File: src/cpsm_pkg.sv
// package: constants and types for the configuration port state machine
package cpsm_pkg;

  localparam int unsigned CLK_FREQ_HZ = 40_000_000;
  localparam int unsigned QUIET_US    = 500;
  localparam int unsigned QUIET_CYCLES =
    (QUIET_US * (CLK_FREQ_HZ / 1_000_000));

  localparam logic [15:0] BASE_STRAP_LO = 16'h002E;
  localparam logic [15:0] BASE_STRAP_HI = 16'h004E;
  localparam logic [15:0] DATA_PORT_OFS = 16'h0001;

  localparam logic [7:0] KEY_ENTER = 8'h55;
  localparam logic [7:0] KEY_EXIT  = 8'hAA;

  localparam logic [7:0] IDX_CONFIG_CONTROL   = 8'h02;
  localparam logic [7:0] IDX_RESERVED_ZERO_A  = 8'h03;
  localparam logic [7:0] IDX_UNIT_SELECT      = 8'h07;
  localparam logic [7:0] IDX_PART_IDENTIFIER  = 8'h20;
  localparam logic [7:0] IDX_PART_REVISION    = 8'h21;
  localparam logic [7:0] IDX_UNIT_POWER       = 8'h22;
  localparam logic [7:0] IDX_POWER_MANAGEMENT = 8'h23;
  localparam logic [7:0] IDX_OSCILLATOR       = 8'h24;
  localparam logic [7:0] IDX_PORT_BASE_LOW    = 8'h26;
  localparam logic [7:0] IDX_PORT_BASE_HIGH   = 8'h27;
  localparam logic [7:0] IDX_RESERVED_B       = 8'h28;
  localparam logic [7:0] IDX_TEST_SIX         = 8'h2A;
  localparam logic [7:0] IDX_TEST_FOUR        = 8'h2B;
  localparam logic [7:0] IDX_TEST_FIVE        = 8'h2C;
  localparam logic [7:0] IDX_GLOBAL_LAST      = 8'h2F;
  localparam logic [7:0] IDX_ACTIVATE         = 8'h30;

  localparam int unsigned SOFT_RESET_BIT = 0;
  localparam int unsigned UNIT_COUNT     = 8;

  localparam logic [7:0] RST_ZERO       = 8'h00;
  localparam logic [7:0] RST_OSCILLATOR = 8'h04;

  // arbitrary identity values
  localparam logic [7:0] PART_ID_VALUE  = 8'hA5;
  localparam logic [7:0] PART_REV_VALUE = 8'h01;

  typedef enum logic [0:0] {
    CPSM_RUN    = 1'b0,
    CPSM_CONFIG = 1'b1
  } cpsm_state_t;

  typedef struct packed {
    logic        wr;
    logic        rd;
    logic [15:0] addr;
    logic [7:0]  wdata;
  } cpsm_req_t;

endpackage

File: src/cpsm_config_port.sv
// module: configuration port decoder, index/data access, global registers
`timescale 1ns/1ps
// Overview of operation
// [RQ1] bus or power reset leaves run state, all logical units disabled
// [RQ2] strap sampled at reset; low gives base 0x02E, high 0x04E
// [RQ3] base relocatable via index 0x26/0x27, reloaded from strap at reset
// [RQ4] writing 0x55 to config port enters configuration state
// [RQ5] writing 0xAA to config port returns to run state
// [RQ6] index and data ports respond only in configuration state
// [RQ7] index at base address, data at base plus one, index readable
// [RQ8] index 0x07 selects logical unit; later accesses go to that unit
// [RQ9] global registers reachable regardless of selected unit
// [RQ10] exactly two states; entry key accepted in run state outside reset and the quiet window
// [RQ11] bit 0 of control register does soft reset of soft defaults
// [RQ12] all host accesses ignored for 500 us after power reset
// [RQ13] reading global index 0x03 returns zero
// [RQ14] index 0x20 and 0x21 return fixed id and revision, read only
// [RQ15] strap sampled only at reset, otherwise pin is general purpose
// [RQ16] other bytes written in run state are ignored
// [RQ17] non-exit writes to index address in config state set index
module cpsm_config_port
  import cpsm_pkg::*;
(
  input  wire logic                  clock_in,
  input  wire logic                  reset_n_in,
  input  wire logic                  bus_reset_n_in,
  input  wire logic                  power_reset_n_in,
  input  wire logic                  strap_in,
  input  wire cpsm_req_t             req_in,
  output logic [7:0]                 rdata_out,
  output logic                       rvalid_out,
  output logic                       config_mode_out,
  output logic [7:0]                 unit_select_out,
  output logic [UNIT_COUNT-1:0]      unit_active_out,
  output logic                       shared_gpio_line_out,
  output logic [7:0]                 unit_power_out,
  output logic [7:0]                 power_management_out
);

  cpsm_state_t          state_reg;
  logic [7:0]           index_reg;
  logic [7:0]           unit_sel_reg;
  logic [UNIT_COUNT-1:0] active_reg;
  logic [7:0]           power_ctl_reg;
  logic [7:0]           power_mgmt_reg;
  logic [7:0]           osc_reg;
  logic [7:0]           base_low_reg;
  logic [7:0]           base_high_reg;
  logic [7:0]           test6_reg;
  logic [7:0]           test4_reg;
  logic [7:0]           test5_reg;
  logic [7:0]           rdata_reg;
  logic                 rvalid_reg;
  logic                 bus_rst_d_reg;
  logic                 gpio_reg;
  logic [14:0]          quiet_reg;
  logic                 pwr_d_reg;

  logic        bus_fall;
  logic        pwr_rise;
  logic        hard_reset;
  logic        quiet;
  logic [15:0] base_addr;
  logic        hit_index;
  logic        hit_data;
  logic        wr_index;
  logic        wr_data;
  logic        rd_data;
  logic        soft_reset;
  logic [7:0]  data_rd_value;
  logic [7:0]  strap_low_byte;

  // reset events: bus reset falling edge, power reset release
  always_ff @(posedge clock_in or negedge reset_n_in) begin
    if (!reset_n_in) begin
      bus_rst_d_reg <= 1'b1;
      pwr_d_reg     <= 1'b0;
    end else begin
      bus_rst_d_reg <= bus_reset_n_in;
      pwr_d_reg     <= power_reset_n_in;
    end
  end

  assign bus_fall   = bus_rst_d_reg && !bus_reset_n_in;
  assign pwr_rise   = !pwr_d_reg && power_reset_n_in;
  assign hard_reset = bus_fall || !bus_reset_n_in || !power_reset_n_in;

  // quiet window after power reset
  always_ff @(posedge clock_in or negedge reset_n_in) begin
    if (!reset_n_in) begin
      quiet_reg <= 15'(QUIET_CYCLES);
    end else if (!power_reset_n_in) begin
      quiet_reg <= 15'(QUIET_CYCLES); // RQ12
    end else if (quiet_reg != 15'h0000) begin
      quiet_reg <= quiet_reg - 15'h0001; // RQ12
    end
  end

  assign quiet = (quiet_reg != 15'h0000); // RQ12

  assign base_addr = {base_high_reg, base_low_reg};
  assign strap_low_byte = strap_in ? BASE_STRAP_HI[7:0] : BASE_STRAP_LO[7:0];

  // decode; accesses dropped during reset and quiet window
  assign hit_index = (req_in.addr == base_addr); // RQ7
  assign hit_data  = (req_in.addr == base_addr + DATA_PORT_OFS); // RQ7
  assign wr_index  = req_in.wr && hit_index && !quiet && !hard_reset;
  assign wr_data   = req_in.wr && hit_data && !quiet && !hard_reset &&
                     (state_reg == CPSM_CONFIG); // RQ6
  assign rd_data   = req_in.rd && hit_data && !quiet && !hard_reset &&
                     (state_reg == CPSM_CONFIG); // RQ6
  assign soft_reset = wr_data && (index_reg == IDX_CONFIG_CONTROL) &&
                      req_in.wdata[SOFT_RESET_BIT]; // RQ11

  // two-state controller
  always_ff @(posedge clock_in or negedge reset_n_in) begin
    if (!reset_n_in) begin
      state_reg <= CPSM_RUN;
    end else if (hard_reset) begin
      state_reg <= CPSM_RUN; // RQ1
    end else if (wr_index) begin
      case (state_reg)
        CPSM_RUN: begin
          if (req_in.wdata == KEY_ENTER) begin // RQ16
            state_reg <= CPSM_CONFIG; // RQ4 RQ10
          end
        end
        CPSM_CONFIG: begin
          if (req_in.wdata == KEY_EXIT) begin
            state_reg <= CPSM_RUN; // RQ5
          end
        end
        default: state_reg <= CPSM_RUN;
      endcase
    end
  end

  // index register
  always_ff @(posedge clock_in or negedge reset_n_in) begin
    if (!reset_n_in) begin
      index_reg <= RST_ZERO;
    end else if (hard_reset) begin
      index_reg <= RST_ZERO;
    end else if (wr_index && state_reg == CPSM_CONFIG &&
                 req_in.wdata != KEY_EXIT) begin
      index_reg <= req_in.wdata; // RQ17
    end
  end

  // strap-loaded base address
  always_ff @(posedge clock_in or negedge reset_n_in) begin
    if (!reset_n_in) begin
      base_low_reg  <= BASE_STRAP_LO[7:0];
      base_high_reg <= RST_ZERO;
    end else if (bus_fall || !power_reset_n_in) begin
      base_low_reg  <= strap_low_byte; // RQ2 RQ3 RQ15
      base_high_reg <= RST_ZERO; // RQ3
    end else if (wr_data && index_reg == IDX_PORT_BASE_LOW) begin
      base_low_reg <= req_in.wdata; // RQ3
    end else if (wr_data && index_reg == IDX_PORT_BASE_HIGH) begin
      base_high_reg <= req_in.wdata; // RQ3
    end
  end

  // pin acts as gpio outside reset
  always_ff @(posedge clock_in or negedge reset_n_in) begin
    if (!reset_n_in) begin
      gpio_reg <= 1'b0;
    end else if (!hard_reset) begin
      gpio_reg <= strap_in; // RQ15
    end
  end

  // unit select and per-unit activate
  always_ff @(posedge clock_in or negedge reset_n_in) begin
    if (!reset_n_in) begin
      unit_sel_reg <= RST_ZERO;
      active_reg   <= '0;
    end else if (hard_reset) begin
      unit_sel_reg <= RST_ZERO;
      active_reg   <= '0; // RQ1
    end else if (soft_reset) begin
      unit_sel_reg <= RST_ZERO; // RQ11
      active_reg   <= '0; // RQ11
    end else if (wr_data && index_reg == IDX_UNIT_SELECT) begin
      unit_sel_reg <= req_in.wdata; // RQ8
    end else if (wr_data && index_reg == IDX_ACTIVATE &&
                 unit_sel_reg < 8'(UNIT_COUNT)) begin
      active_reg[unit_sel_reg[2:0]] <= req_in.wdata[0]; // RQ8
    end
  end

  // global read/write registers
  always_ff @(posedge clock_in or negedge reset_n_in) begin
    if (!reset_n_in) begin
      power_ctl_reg  <= RST_ZERO;
      power_mgmt_reg <= RST_ZERO;
      osc_reg        <= RST_OSCILLATOR;
      test6_reg      <= RST_ZERO;
      test4_reg      <= RST_ZERO;
      test5_reg      <= RST_ZERO;
    end else if (hard_reset) begin
      power_ctl_reg  <= RST_ZERO;
      power_mgmt_reg <= RST_ZERO;
      osc_reg        <= RST_OSCILLATOR;
      if (!power_reset_n_in) begin
        test6_reg <= RST_ZERO;
        test4_reg <= RST_ZERO;
        test5_reg <= RST_ZERO;
      end
    end else if (soft_reset) begin
      power_ctl_reg <= RST_ZERO; // RQ11
    end else if (wr_data) begin
      case (index_reg) // RQ9
        IDX_UNIT_POWER:       power_ctl_reg  <= req_in.wdata;
        IDX_POWER_MANAGEMENT: power_mgmt_reg <= req_in.wdata;
        IDX_OSCILLATOR:       osc_reg        <= req_in.wdata;
        IDX_TEST_SIX:         test6_reg      <= req_in.wdata;
        IDX_TEST_FOUR:        test4_reg      <= req_in.wdata;
        IDX_TEST_FIVE:        test5_reg      <= req_in.wdata;
        default: begin
        end
      endcase
    end
  end

  // data port read mux
  always_comb begin
    case (index_reg) // RQ9
      IDX_RESERVED_ZERO_A:  data_rd_value = RST_ZERO; // RQ13
      IDX_UNIT_SELECT:      data_rd_value = unit_sel_reg;
      IDX_PART_IDENTIFIER:  data_rd_value = PART_ID_VALUE; // RQ14
      IDX_PART_REVISION:    data_rd_value = PART_REV_VALUE; // RQ14
      IDX_UNIT_POWER:       data_rd_value = power_ctl_reg;
      IDX_POWER_MANAGEMENT: data_rd_value = power_mgmt_reg;
      IDX_OSCILLATOR:       data_rd_value = osc_reg;
      IDX_PORT_BASE_LOW:    data_rd_value = base_low_reg;
      IDX_PORT_BASE_HIGH:   data_rd_value = base_high_reg;
      IDX_TEST_SIX:         data_rd_value = test6_reg;
      IDX_TEST_FOUR:        data_rd_value = test4_reg;
      IDX_TEST_FIVE:        data_rd_value = test5_reg;
      IDX_ACTIVATE: begin
        data_rd_value = RST_ZERO;
        if (unit_sel_reg < 8'(UNIT_COUNT)) begin
          data_rd_value = {7'h00, active_reg[unit_sel_reg[2:0]]};
        end
      end
      default:              data_rd_value = RST_ZERO;
    endcase
  end

  // registered read answer
  always_ff @(posedge clock_in or negedge reset_n_in) begin
    if (!reset_n_in) begin
      rdata_reg  <= RST_ZERO;
      rvalid_reg <= 1'b0;
    end else begin
      rvalid_reg <= 1'b0;
      if (req_in.rd && hit_index && !quiet && !hard_reset &&
          state_reg == CPSM_CONFIG) begin
        rdata_reg  <= index_reg; // RQ7
        rvalid_reg <= 1'b1;
      end else if (rd_data) begin
        rdata_reg  <= data_rd_value; // RQ8
        rvalid_reg <= 1'b1;
      end
    end
  end

  assign rdata_out            = rdata_reg;
  assign rvalid_out           = rvalid_reg;
  assign config_mode_out      = (state_reg == CPSM_CONFIG);
  assign unit_select_out      = unit_sel_reg;
  assign unit_active_out      = active_reg;
  assign shared_gpio_line_out = gpio_reg;
  assign unit_power_out       = power_ctl_reg;
  assign power_management_out = power_mgmt_reg;

  a_enter_key: assert property ( // RQ4
    @(posedge clock_in) disable iff (!reset_n_in)
    wr_index && state_reg == CPSM_RUN && req_in.wdata == KEY_ENTER
    |=> state_reg == CPSM_CONFIG)
    else $error("entry key not taken");
  a_exit_key: assert property ( // RQ5
    @(posedge clock_in) disable iff (!reset_n_in)
    wr_index && state_reg == CPSM_CONFIG && req_in.wdata == KEY_EXIT
    |=> state_reg == CPSM_RUN)
    else $error("exit key not taken");
  a_run_ignore: assert property ( // RQ16
    @(posedge clock_in) disable iff (!reset_n_in)
    state_reg == CPSM_RUN && !(wr_index && req_in.wdata == KEY_ENTER)
    |=> state_reg == CPSM_RUN)
    else $error("run state left without key");
  a_run_silent: assert property ( // RQ6
    @(posedge clock_in) disable iff (!reset_n_in)
    state_reg == CPSM_RUN |=> !rvalid_reg)
    else $error("read answered in run state");
  a_reset_run: assert property ( // RQ1
    @(posedge clock_in) disable iff (!reset_n_in)
    !bus_reset_n_in |=> state_reg == CPSM_RUN && active_reg == '0)
    else $error("reset did not restore run state");
  a_strap_base: assert property ( // RQ2
    @(posedge clock_in) disable iff (!reset_n_in)
    !power_reset_n_in |=> base_low_reg == $past(strap_low_byte)
      && base_high_reg == RST_ZERO)
    else $error("strap base not loaded");
  a_quiet_block: assert property ( // RQ12
    @(posedge clock_in) disable iff (!reset_n_in)
    $rose(power_reset_n_in) |-> quiet [*8])
    else $error("quiet window too short");
  a_soft_unit: assert property ( // RQ11
    @(posedge clock_in) disable iff (!reset_n_in)
    soft_reset |=> unit_sel_reg == RST_ZERO)
    else $error("soft reset kept unit select");
  a_id_read: assert property ( // RQ14
    @(posedge clock_in) disable iff (!reset_n_in)
    rd_data && index_reg == IDX_PART_IDENTIFIER
    |=> rvalid_reg && rdata_reg == PART_ID_VALUE)
    else $error("id read wrong");
  a_zero_read: assert property ( // RQ13
    @(posedge clock_in) disable iff (!reset_n_in)
    rd_data && index_reg == IDX_RESERVED_ZERO_A
    |=> rdata_reg == RST_ZERO)
    else $error("reserved read not zero");
  a_index_echo: assert property ( // RQ7
    @(posedge clock_in) disable iff (!reset_n_in)
    req_in.rd && hit_index && !quiet && !hard_reset &&
      state_reg == CPSM_CONFIG
    |=> rvalid_reg && rdata_reg == $past(index_reg))
    else $error("index port read wrong");
  a_base_hold: assert property ( // RQ15
    @(posedge clock_in) disable iff (!reset_n_in)
    !bus_fall && power_reset_n_in && !wr_data |=> $stable(base_low_reg))
    else $error("base moved outside reset");

  c_enter: cover property (@(posedge clock_in) disable iff (!reset_n_in)
    state_reg == CPSM_RUN ##1 state_reg == CPSM_CONFIG);
  c_unit_sel: cover property (@(posedge clock_in) disable iff (!reset_n_in)
    wr_data && index_reg == IDX_UNIT_SELECT);
  c_relocate: cover property (@(posedge clock_in) disable iff (!reset_n_in)
    wr_data && index_reg == IDX_PORT_BASE_LOW);
  c_exit: cover property (@(posedge clock_in) disable iff (!reset_n_in)
    state_reg == CPSM_CONFIG ##1 state_reg == CPSM_RUN);

endmodule

File: config.mk
export PLATFORM = sky130hd
export DESIGN_NAME = cpsm_config_port
export DESIGN_NICKNAME = d
export VERILOG_FILES = /design/src/cpsm_pkg.sv /design/src/cpsm_config_port.sv
export SDC_FILE = /design/constraint.sdc
export NUM_CORES = 1
export LEC_CHECK = 0
export ABC_CLOCK_PERIOD_IN_PS = 8700
export BUFFER_PORTS_ARGS = -buffer_cell sky130_fd_sc_hd__buf_2
export CELL_PAD_IN_SITES_DETAIL_PLACEMENT = 1
export CELL_PAD_IN_SITES_GLOBAL_PLACEMENT = 1
export CORE_MARGIN = 2
export CORE_UTILIZATION = 49
export CTS_CLUSTER_SIZE = 20
export DETAILED_ROUTE_END_ITERATION = 7
export HOLD_SLACK_MARGIN = 0.08
export PLACE_DENSITY = 0.83
export SYNTH_ARGS = -nofsm -noshare
export SYNTH_HDL_FRONTEND = slang
export SYNTH_SLANG_ARGS = --single-unit
File: constraint.sdc
create_clock -name clock_in -period 8.7 [get_ports clock_in]
set_clock_uncertainty 0.2 [all_clocks]
set_input_delay 0.435 -clock clock_in [delete_from_list [all_inputs] [get_ports clock_in]]
set_output_delay 0.435 -clock clock_in [all_outputs]
set_load 0.05 [all_outputs]
After elaboration in Yosys (flattened, before gate mapping)
Cells that the tools add are included.

Input port bits: 31. Register bits after elaboration: 115. Logic and storage cells: 161.

Magnitude comparators: 3. Add/subtract/negate cells: 2. Bitwise logic cells: 1. Multiplexer cells: 58. Equal/unequal tests: 23. Reduce and logical (&&, ||, !) cells: 57.

Operators with widths (count): 2-to-1 mux 8 bit (41); case mux 8 bit (12 select lines) (1); equality test 8 x 6 -> 1 bit, second input constant (11); equality test 16 bit (2); 2-to-1 mux 15 bit (2); logical AND 1 bit (26); nonzero test 2 bit (11); adder 16 x 1 -> 16 bit, second input constant (1); nonzero test 15 bit (1); subtractor 15 x 1 -> 15 bit, second input constant (1); AND reduction 4 bit (3); nonzero test 3 bit (4); 2-to-1 mux 1 bit (9); bitwise mux 8 bit (1); equality test 8 x 2 -> 1 bit, second input constant (1); equality test 8 x 3 -> 1 bit, second input constant (1); equality test 8 x 7 -> 1 bit, second input constant (1); equality test 8 bit, second input constant (1); less-than comparator 8 x 4 -> 1 bit, second input constant (1); inequality test 8 bit, second input constant (1); 2-to-1 mux 7 bit (1); inequality test 2 bit, second input constant (3); AND reduction 2 bit (3); AND reduction 3 bit (2); 10 further kinds (15).

Depth between registers and ports, before layout
Gate-level depths: netlist of run 1.

Depth in word-level cells: 13. Mapped depth: 12. Gate-level depth less buffers: 9.

Worst setup path after synthesis of run 1
No wires, ideal clock.

Path kind: register to register. From: reg quiet_reg[0]. To: reg base_high_reg[2]. Data required time: 8.364 ns. Buffers on the path: 3. Arrival time: 2.884 ns. Stages on the path, launching flop included: 13. Setup slack: 5.479 ns. Path through: dfrtp_1 -> inv_1 -> ha_1 -> or3b_2 -> or4b_1 -> buf_6 -> nor3_4 -> o211ai_2 -> or4_1 -> buf_6 -> buf_6 -> o21ai_1 -> a21oi_1.

Longest elaborated chain between the ends: 8.

RTL lines: from (decl) (line cpsm_config_port.sv:56) `logic [14:0] quiet_reg;`; from (signal assigned) (line cpsm_config_port.sv:91) `quiet_reg <= 15'(QUIET_CYCLES);`; from (signal assigned) (line cpsm_config_port.sv:93) `quiet_reg <= 15'(QUIET_CYCLES);`; from (signal assigned) (line cpsm_config_port.sv:95) `quiet_reg <= quiet_reg - 15'h0001;`; nonzero test 15 bit (*) (line cpsm_config_port.sv:99) `assign quiet = (quiet_reg != 15'h0000);`; logical NOT 1 bit (*) (line cpsm_config_port.sv:108) `assign wr_data = req_in.wr && hit_data && !quiet && !hard_reset &&`; logical AND 1 bit (*) (3 in a row) (line cpsm_config_port.sv:108); logical AND 1 bit (on tied branches) (line cpsm_config_port.sv:158, cpsm_config_port.sv:160); inequality test 2 bit (no source line) / nonzero test 2 bit (equally long branches); AND reduction 2 bit (no source line) (*); to (signal assigned) (line cpsm_config_port.sv:161) `base_high_reg <= req_in.wdata;`; to (decl) (line cpsm_config_port.sv:48) `logic [7:0] base_high_reg;`.

Every way passes the cells marked *; elsewhere a longest branch is shown, timed or not. A chain may end at the register's enable or synchronous reset.

Worst setup path in the final report of run 1
From: reg base_low_reg[1]. To: reg power_mgmt_reg[6] (netlist: power_management_out[6]).

Longest elaborated chain between the ends: 10.

RTL lines: from (decl) (line cpsm_config_port.sv:47) `logic [7:0] base_low_reg;`; from (signal assigned) (line cpsm_config_port.sv:153) `base_low_reg <= BASE_STRAP_LO[7:0];`; from (signal assigned) (line cpsm_config_port.sv:156) `base_low_reg <= strap_low_byte;`; from (signal assigned) (line cpsm_config_port.sv:159) `base_low_reg <= req_in.wdata;`; adder 16 x 1 -> 16 bit (*) (line cpsm_config_port.sv:106) `assign hit_data = (req_in.addr == base_addr + DATA_PORT_OFS);`; equality test 16 bit (*) (line cpsm_config_port.sv:106); logical AND 1 bit (*) (4 in a row) (line cpsm_config_port.sv:108); logical AND 1 bit (2 in a row) (line cpsm_config_port.sv:112) `assign soft_reset = wr_data && (index_reg == IDX_CONFIG_CONTROL) &&`; inequality test 2 bit (no source line); AND reduction 3 bit (no source line) (*); to (signal assigned) (line cpsm_config_port.sv:216) `IDX_POWER_MANAGEMENT: power_mgmt_reg <= req_in.wdata;`; to (decl) (line cpsm_config_port.sv:45) `logic [7:0] power_mgmt_reg;`.

Marked as above.

==> impl_metrics.py, run 1 <==
metrics = {
    "synth": {
        "synth_edf_count": 0,
        "synth-seq-area-share_pct": 41.2,
        "post-synth-top-area-cell": "dfrtp_1",
        "syn_area_um2": 7020,
        "syn_nets": 793,
        "synth.area.top_cells": "dfrtp_1 (37%), mux2i_1 (9.1%), nand2_1 (5.8%), dfstp_2 (4.1%), nand3_1 (3.2%)",
        "synthCells": 760,
        "yosysMostFrequentCell": "nand2_1",
        "ys_types": 77,
        "synthTopCellsByCount": "nand2_1 (109), dfrtp_1 (104), mux2i_1 (64)",
        "synth_flop_cell": "dfrtp_1",
        "yosysTopAreaCellShare_pct": 37.1,
        "async_reset_ff_share_pct": 100,
        "yosys_warnings": 0,
        "syn_area_per_cell_um2": 9.23,
        "ys_ff_latch": 115,
    },
    "die": {
        "die_h_um": 124,
        "die_w_um": 124,
        "rows": 43,
        "core_um2": 13900,
        "ios": 74,
        "initial_utilization_pct": 50.4,
        "die-area_um2": 15300,
    },
    "clocking": {
        "cts.reportedPaths.clkPinSlew_ps": 60,
        "cts.sinks": 115,
        "htree_num_levels": 4,
        "cts_setup_buffers": 0,
        "numCtsBuffers": 17,
        "insertion_delay_ps": 420,
        "cts_tree": "done",
        "cts_root_buf": "clkbuf_16",
        "clock_path_buffers": 2,
    },
    "sta": {
        "setup_viol": 0,
        "hold_viol": 0,
        "rsz0062_at_grt": "no",
        "timing.fmax_mhz": 236,
        "fin_crit_sh_pct": 48.6,
        "fin_crit_ps": 4230,
        "fin_tns_setup_ps": 0,
        "maxSlewHeadroom_pct": 23.8,
        "worst_pin_slew_ps": 1140,
        "maxSlewViolCount": 0,
    },
    "critical_path": {
        "worst-path-max-fanout": 17,
        "worstSetupPathType": "reg -> reg",
        "rr_startpoint": "base_low_reg[1]",
        "setup.worst_path.end": "power_management_out[6]",
        "required_ps": 8830,
        "worst-r2r-cell-count": 8,
        "cp.arrival_ps": 4360,
        "cp-end-kind": "flip-flop",
        "reg2reg_to": "power_management_out[6]",
        "r2r_slack_ps": 4470,
        "crit_start": "base_low_reg[1]",
        "startpoint_type": "flip-flop",
    },
    "grt": {
        "grt_max_degree": 62,
        "grt_use_total_pct": 31.8,
        "first_global_vias": 6578,
        "grt_pass1_wl_mm": 36.7,
        "antenna_found_initial": 0,
        "overflow": 0,
    },
    "cells_and_area": {
        "final_nets": 837,
        "layout-drive-gt1-share_pct": 17.6,
        "diodes": 0,
        "final_util_pct": 57.7,
        "largest_reg_flops": 15,
        "finish.instance_area_um2": 8040,
        "synthToLayoutAreaGrowth_pct": 14.5,
    },
    "placement": {
        "postPlaceCellArea_um2": 7410,
        "gp_congestion": 0.902,
        "dp.final_hpwl_mm": 16.3,
        "port_buffers": 73,
    },
    "hold_path": {
        "min_path_type": "in -> reg",
    },
    "route": {
        "vias": 6471,
        "dr_wl_met3_mm": 1.05,
        "wl_met1_mm": 10.0,
        "routedWlPerCell_um": 23.3,
        "wl_mm": 23.2,
        "drc": 0,
        "drtIter0Drc": 741,
        "highest_layer": "met4",
        "firstDrtPassIters": 7,
        "route.met2.wl_mm": 11.7,
        "vias_per_cell": 6.49,
        "final_antenna_net_count": 0,
    },
    "flow_run": {
        "cap_violations": 0,
    },
    "power": {
        "peakVddDrop_v": 0.000155,
        "leakage_uw": 0.00384,
        "p_total_uw": 1370,
        "powerDensity_nw_per_um2": 171,
    },
    "run_status": {
        "run_status": "completed",
    },
}
worst min-delay path by stage:
stage	startpoint	end	depth (start not counted)
3_5_place_dp	shared_gpio_line_out	shared_gpio_line_out	2
2_1_floorplan	reset_n_in	base_high_reg[0]	0
4_1_cts	req_in[7]	base_low_reg[7]	3
6_report	req_in[7]	base_low_reg[7]	3
3_3_place_gp	quiet_reg[14]	quiet_reg[14]	2
5_1_grt	req_in[7]	base_low_reg[7]	3
timing repair:
action	CTS	global route
hold buffers	3	0
gates resized for setup	0	0
endpoints found under the hold margin	52	0
through the flow:
| stage | hold slack [ps] | worst slack (ps) | instances |
|---|---|---|---|
| 6_report | 142 | 4470 | 997 |
| 5_1_grt | 140 | 4260 | 997 |
| 4_1_cts | 112 | 4480 | 997 |
| 3_5_place_dp | 286 | 4200 | 962 |
| 3_3_place_gp | 274 | 4480 | 962 |
| 2_1_floorplan | -60.6 | 5480 | 760 |
final cells by class:
class | count | area (um^2)
Fill cell | 1602 | 5900
Multi-Input combinational cell | 576 | 3840
Sequential cell | 115 | 2890
Clock buffer | 20 | 437
Timing Repair Buffer | 80 | 428
Tap cell | 180 | 225
Clock inverter | 12 | 156
Inverter | 14 | 52.6
critical path: stages (launching register included):
cell      delay (ps)
dfstp_2          640
ha_1             300
and4_1           310
nand4_1          110
o311ai_0         850
o211ai_2         210
or4_1            890
nor2_8           370
mux2i_1          230
kinds of logic (layout without fill, tap and decap cells):
group / Yosys count / in the layout / synth area share [%]
multiplexers: 69 / 69 / 10.3
AND/OR/NAND/NOR: 333 / 333 / 25.4
flip-flops: 115 / 115 / 41.2
AO/OA/AOI/OAI: 140 / 140 / 14.7
buffers and inverters: 69 / 126 / 4.12
XOR/XNOR: 32 / 32 / 3.99
adder cells (fa/ha/maj): 2 / 2 / 0.357
cell usage in the layout (no fill, tap or decap), drive strengths merged, types with 11 or more instances in the layout:
master    n
a21oi    18
and2     15
and3     18
buf      77
clkbuf   20
dfrtp   104
dfstp    11
inv      16
mux2i    64
nand2   112
nand2b   17
nand3    45
nand4    21
nor2     40
nor3     11
nor4     11
o211ai   13
o21ai    25
xnor2    24
routing by layer:
| layer | global-route usage (%) | vias up |
|---|---|---|
| li1 | - | 2898 |
| met1 | 41.4 | 3349 |
| met2 | 53.9 | 186 |
| met3 | 5.40 | 38 |
| met4 | 10.4 | 0 |
| met5 | 0 | - |
where the power goes:
| part | internal [uW] | switching [uW] | leakage [uW] |
|---|---|---|---|
| logic | 34.8 | 67.1 | 0.00199 |
| registers | 546 | 12.4 | 0.00156 |
| clock network | 451 | 260 | 0.000289 |
| total | 1030 | 339 | 0.00384 |
(Power assumes the default switching activity.)
==> run 2, diff against run 1 <==
- ABC_CLOCK_PERIOD_IN_PS: 8700 -> 4400
- CORE_UTILIZATION: 49 -> 46
- PLACE_DENSITY: 0.83 -> 0.79
- clock period: 8.7 -> 4.4 ns (I/O delays scaled with it)
==> impl_metrics.py, run 2 (synthesis results as in run 1) <==
metrics = {
    "critical_path": {
        "slowest_delay_ps": 780,
        "cp.arrival_ps": 3800,
        "cp_slowest_cell": "o311ai_0",
        "required_ps": 4450,
        "worst-r2r-cell-count": 9,
        "startpoint_type": "flip-flop",
        "worstSetupPathType": "reg -> reg",
        "worst-path-max-fanout": 17,
        "rr_startpoint": "base_low_reg[1]",
        "cp-end-kind": "flip-flop",
        "reg2reg_to": "base_high_reg[1]",
        "worstPathCellList": "ha_1 -> and4_1 -> nand4_1 -> o311ai_0 -> o211ai_2 -> or4_1 -> buf_4 -> o21ai_0 -> a21oi_1",
        "r2r_slack_ps": 650,
    },
    "clocking": {
        "clock_path_buffers": 2,
        "numCtsBuffers": 17,
        "cts_tree": "done",
        "cts.sinks": 115,
        "insertion_delay_ps": 430,
        "htree_num_levels": 4,
        "cts_setup_buffers": 0,
        "cts_root_buf": "clkbuf_16",
        "cts.reportedPaths.clkPinSlew_ps": 70,
        "ctsResizeCount": 0,
    },
    "sta": {
        "fin_crit_sh_pct": 85.2,
        "rsz0062_at_grt": "no",
        "setup_viol": 0,
        "hold_viol": 0,
        "fin_crit_ps": 3750,
        "worst_pin_slew_ps": 1320,
        "maxSlewViolCount": 0,
        "hold_ws_ps": 110,
        "fin_tns_setup_ps": 0,
        "timing.fmax_mhz": 267,
        "maxSlewHeadroom_pct": 11.4,
    },
    "hold_path": {
        "hp-start": "power_reset_n_in",
        "holdPathEnd": "quiet_reg[10]",
        "min_path_type": "in -> reg",
        "hold_depth": 3,
    },
    "placement": {
        "gp_congestion": 0.901,
        "postPlaceCellArea_um2": 7460,
        "dp.final_hpwl_mm": 16.6,
        "port_buffers": 73,
    },
    "route": {
        "firstDrtPassIters": 8,
        "drtIter0Drc": 583,
        "route.met2.wl_mm": 11.8,
        "drc": 0,
        "vias_per_cell": 6.41,
        "routedWlPerCell_um": 23.4,
        "wl_met1_mm": 9.99,
        "final_antenna_net_count": 0,
        "highest_layer": "met4",
        "wl_mm": 23.9,
        "vias": 6541,
        "dr_wl_met3_mm": 1.34,
    },
    "grt": {
        "overflow": 0,
        "grt_pass1_wl_mm": 38.9,
        "grt_use_total_pct": 30.8,
        "antenna_found_initial": 0,
        "first_global_vias": 6987,
        "grt_max_degree": 63,
    },
    "run_status": {
        "run_status": "completed",
    },
    "power": {
        "peakVddDrop_v": 0.000278,
        "powerDensity_nw_per_um2": 336,
        "leakage_uw": 0.00391,
    },
    "cells_and_area": {
        "multi_input_area_um2": 3840,
        "largest_reg_flops": 15,
        "fillers": 1748,
        "finish.instance_area_um2": 8200,
        "final_nets": 852,
        "final_common_cell": "nand2_1",
        "final_cell_mix": "nand2_1 (109), dfrtp_1 (104), buf_2 (72)",
        "synthToLayoutAreaGrowth_pct": 16.8,
        "ff_latch_area_um2": 2890,
        "layout-drive-gt1-share_pct": 18.0,
        "diodes": 0,
    },
    "flow_run": {
        "cap_violations": 0,
    },
    "die": {
        "core_um2": 15000,
        "die_w_um": 128,
        "die-area_um2": 16300,
        "ios": 74,
        "rows": 45,
        "initial_utilization_pct": 46.7,
        "die_h_um": 128,
    },
}
==> run 2: layout make-up <==
| class | instances | share of cell area (%) |
|---|---|---|
| tap | 188 | 2.87 |
| inverter | 14 | 0.641 |
| clock buffer | 19 | 5.28 |
| multi-input combinational | 576 | 46.9 |
| timing repair buffer | 95 | 6.90 |
| sequential | 115 | 35.3 |
| clock inverter | 13 | 2.11 |
==> run 2: worst max-delay path by stage <==
stage	cells after the start	end	slack [ps]	startpoint
6_report	9	base_high_reg[1]	650	base_low_reg[1]
5_1_grt	9	osc_reg[3]	440	base_low_reg[0]
4_1_cts	10	osc_reg[6]	680	quiet_reg[1]
3_5_place_dp	9	osc_reg[6]	710	base_low_reg[1]
3_3_place_gp	10	osc_reg[4]	860	quiet_reg[0]
2_1_floorplan	12	base_high_reg[2]	1180	quiet_reg[0]
==> run 2: report_power, final <==
part	internal (uW)	switching (uW)	total, uW
sequential	1080	24.0	1100
clock	900	547	1450
combinational	75.3	133	209
total	2050	704	2760
==> run 2: repair_timing <==
action / in CTS / in global routing
endpoints found under the hold margin: 135 / 0
setup endpoints to repair: 0 / 0
hold buffers: 13 / 0
==> run 2: worst max-delay path: cells and delay by family, from the launching register on <==
| kind | cells | cell delay [ps] |
|---|---|---|
| adders and majority gates | 1 | 240 |
| buffers and inverters | 1 | 250 |
| DFF | 1 | 630 |
| and+or+nand+nor | 3 | 860 |
| AOI/OAI and AO/OA | 4 | 1390 |
==> run 2: routing by layer <==
metal	track usage, %	vias up
met5	0	-
met4	13.1	0
met3	6.16	68
met2	51.7	242
met1	38.8	3308
li1	-	2923
==> run 2: per-stage QoR <==
step | utilization (%) | instances | total power (uW) | setup slack [ps]
final | 54.5 | 1020 | 2760 | 653
after floorplan | - | 760 | 1230 | 1180
after global placement | 49.6 | 975 | 1310 | 860
after CTS | 54.5 | 1020 | 2760 | 681
after global routing | 54.5 | 1020 | 2840 | 438
after detailed placement | 49.6 | 975 | 1320 | 711
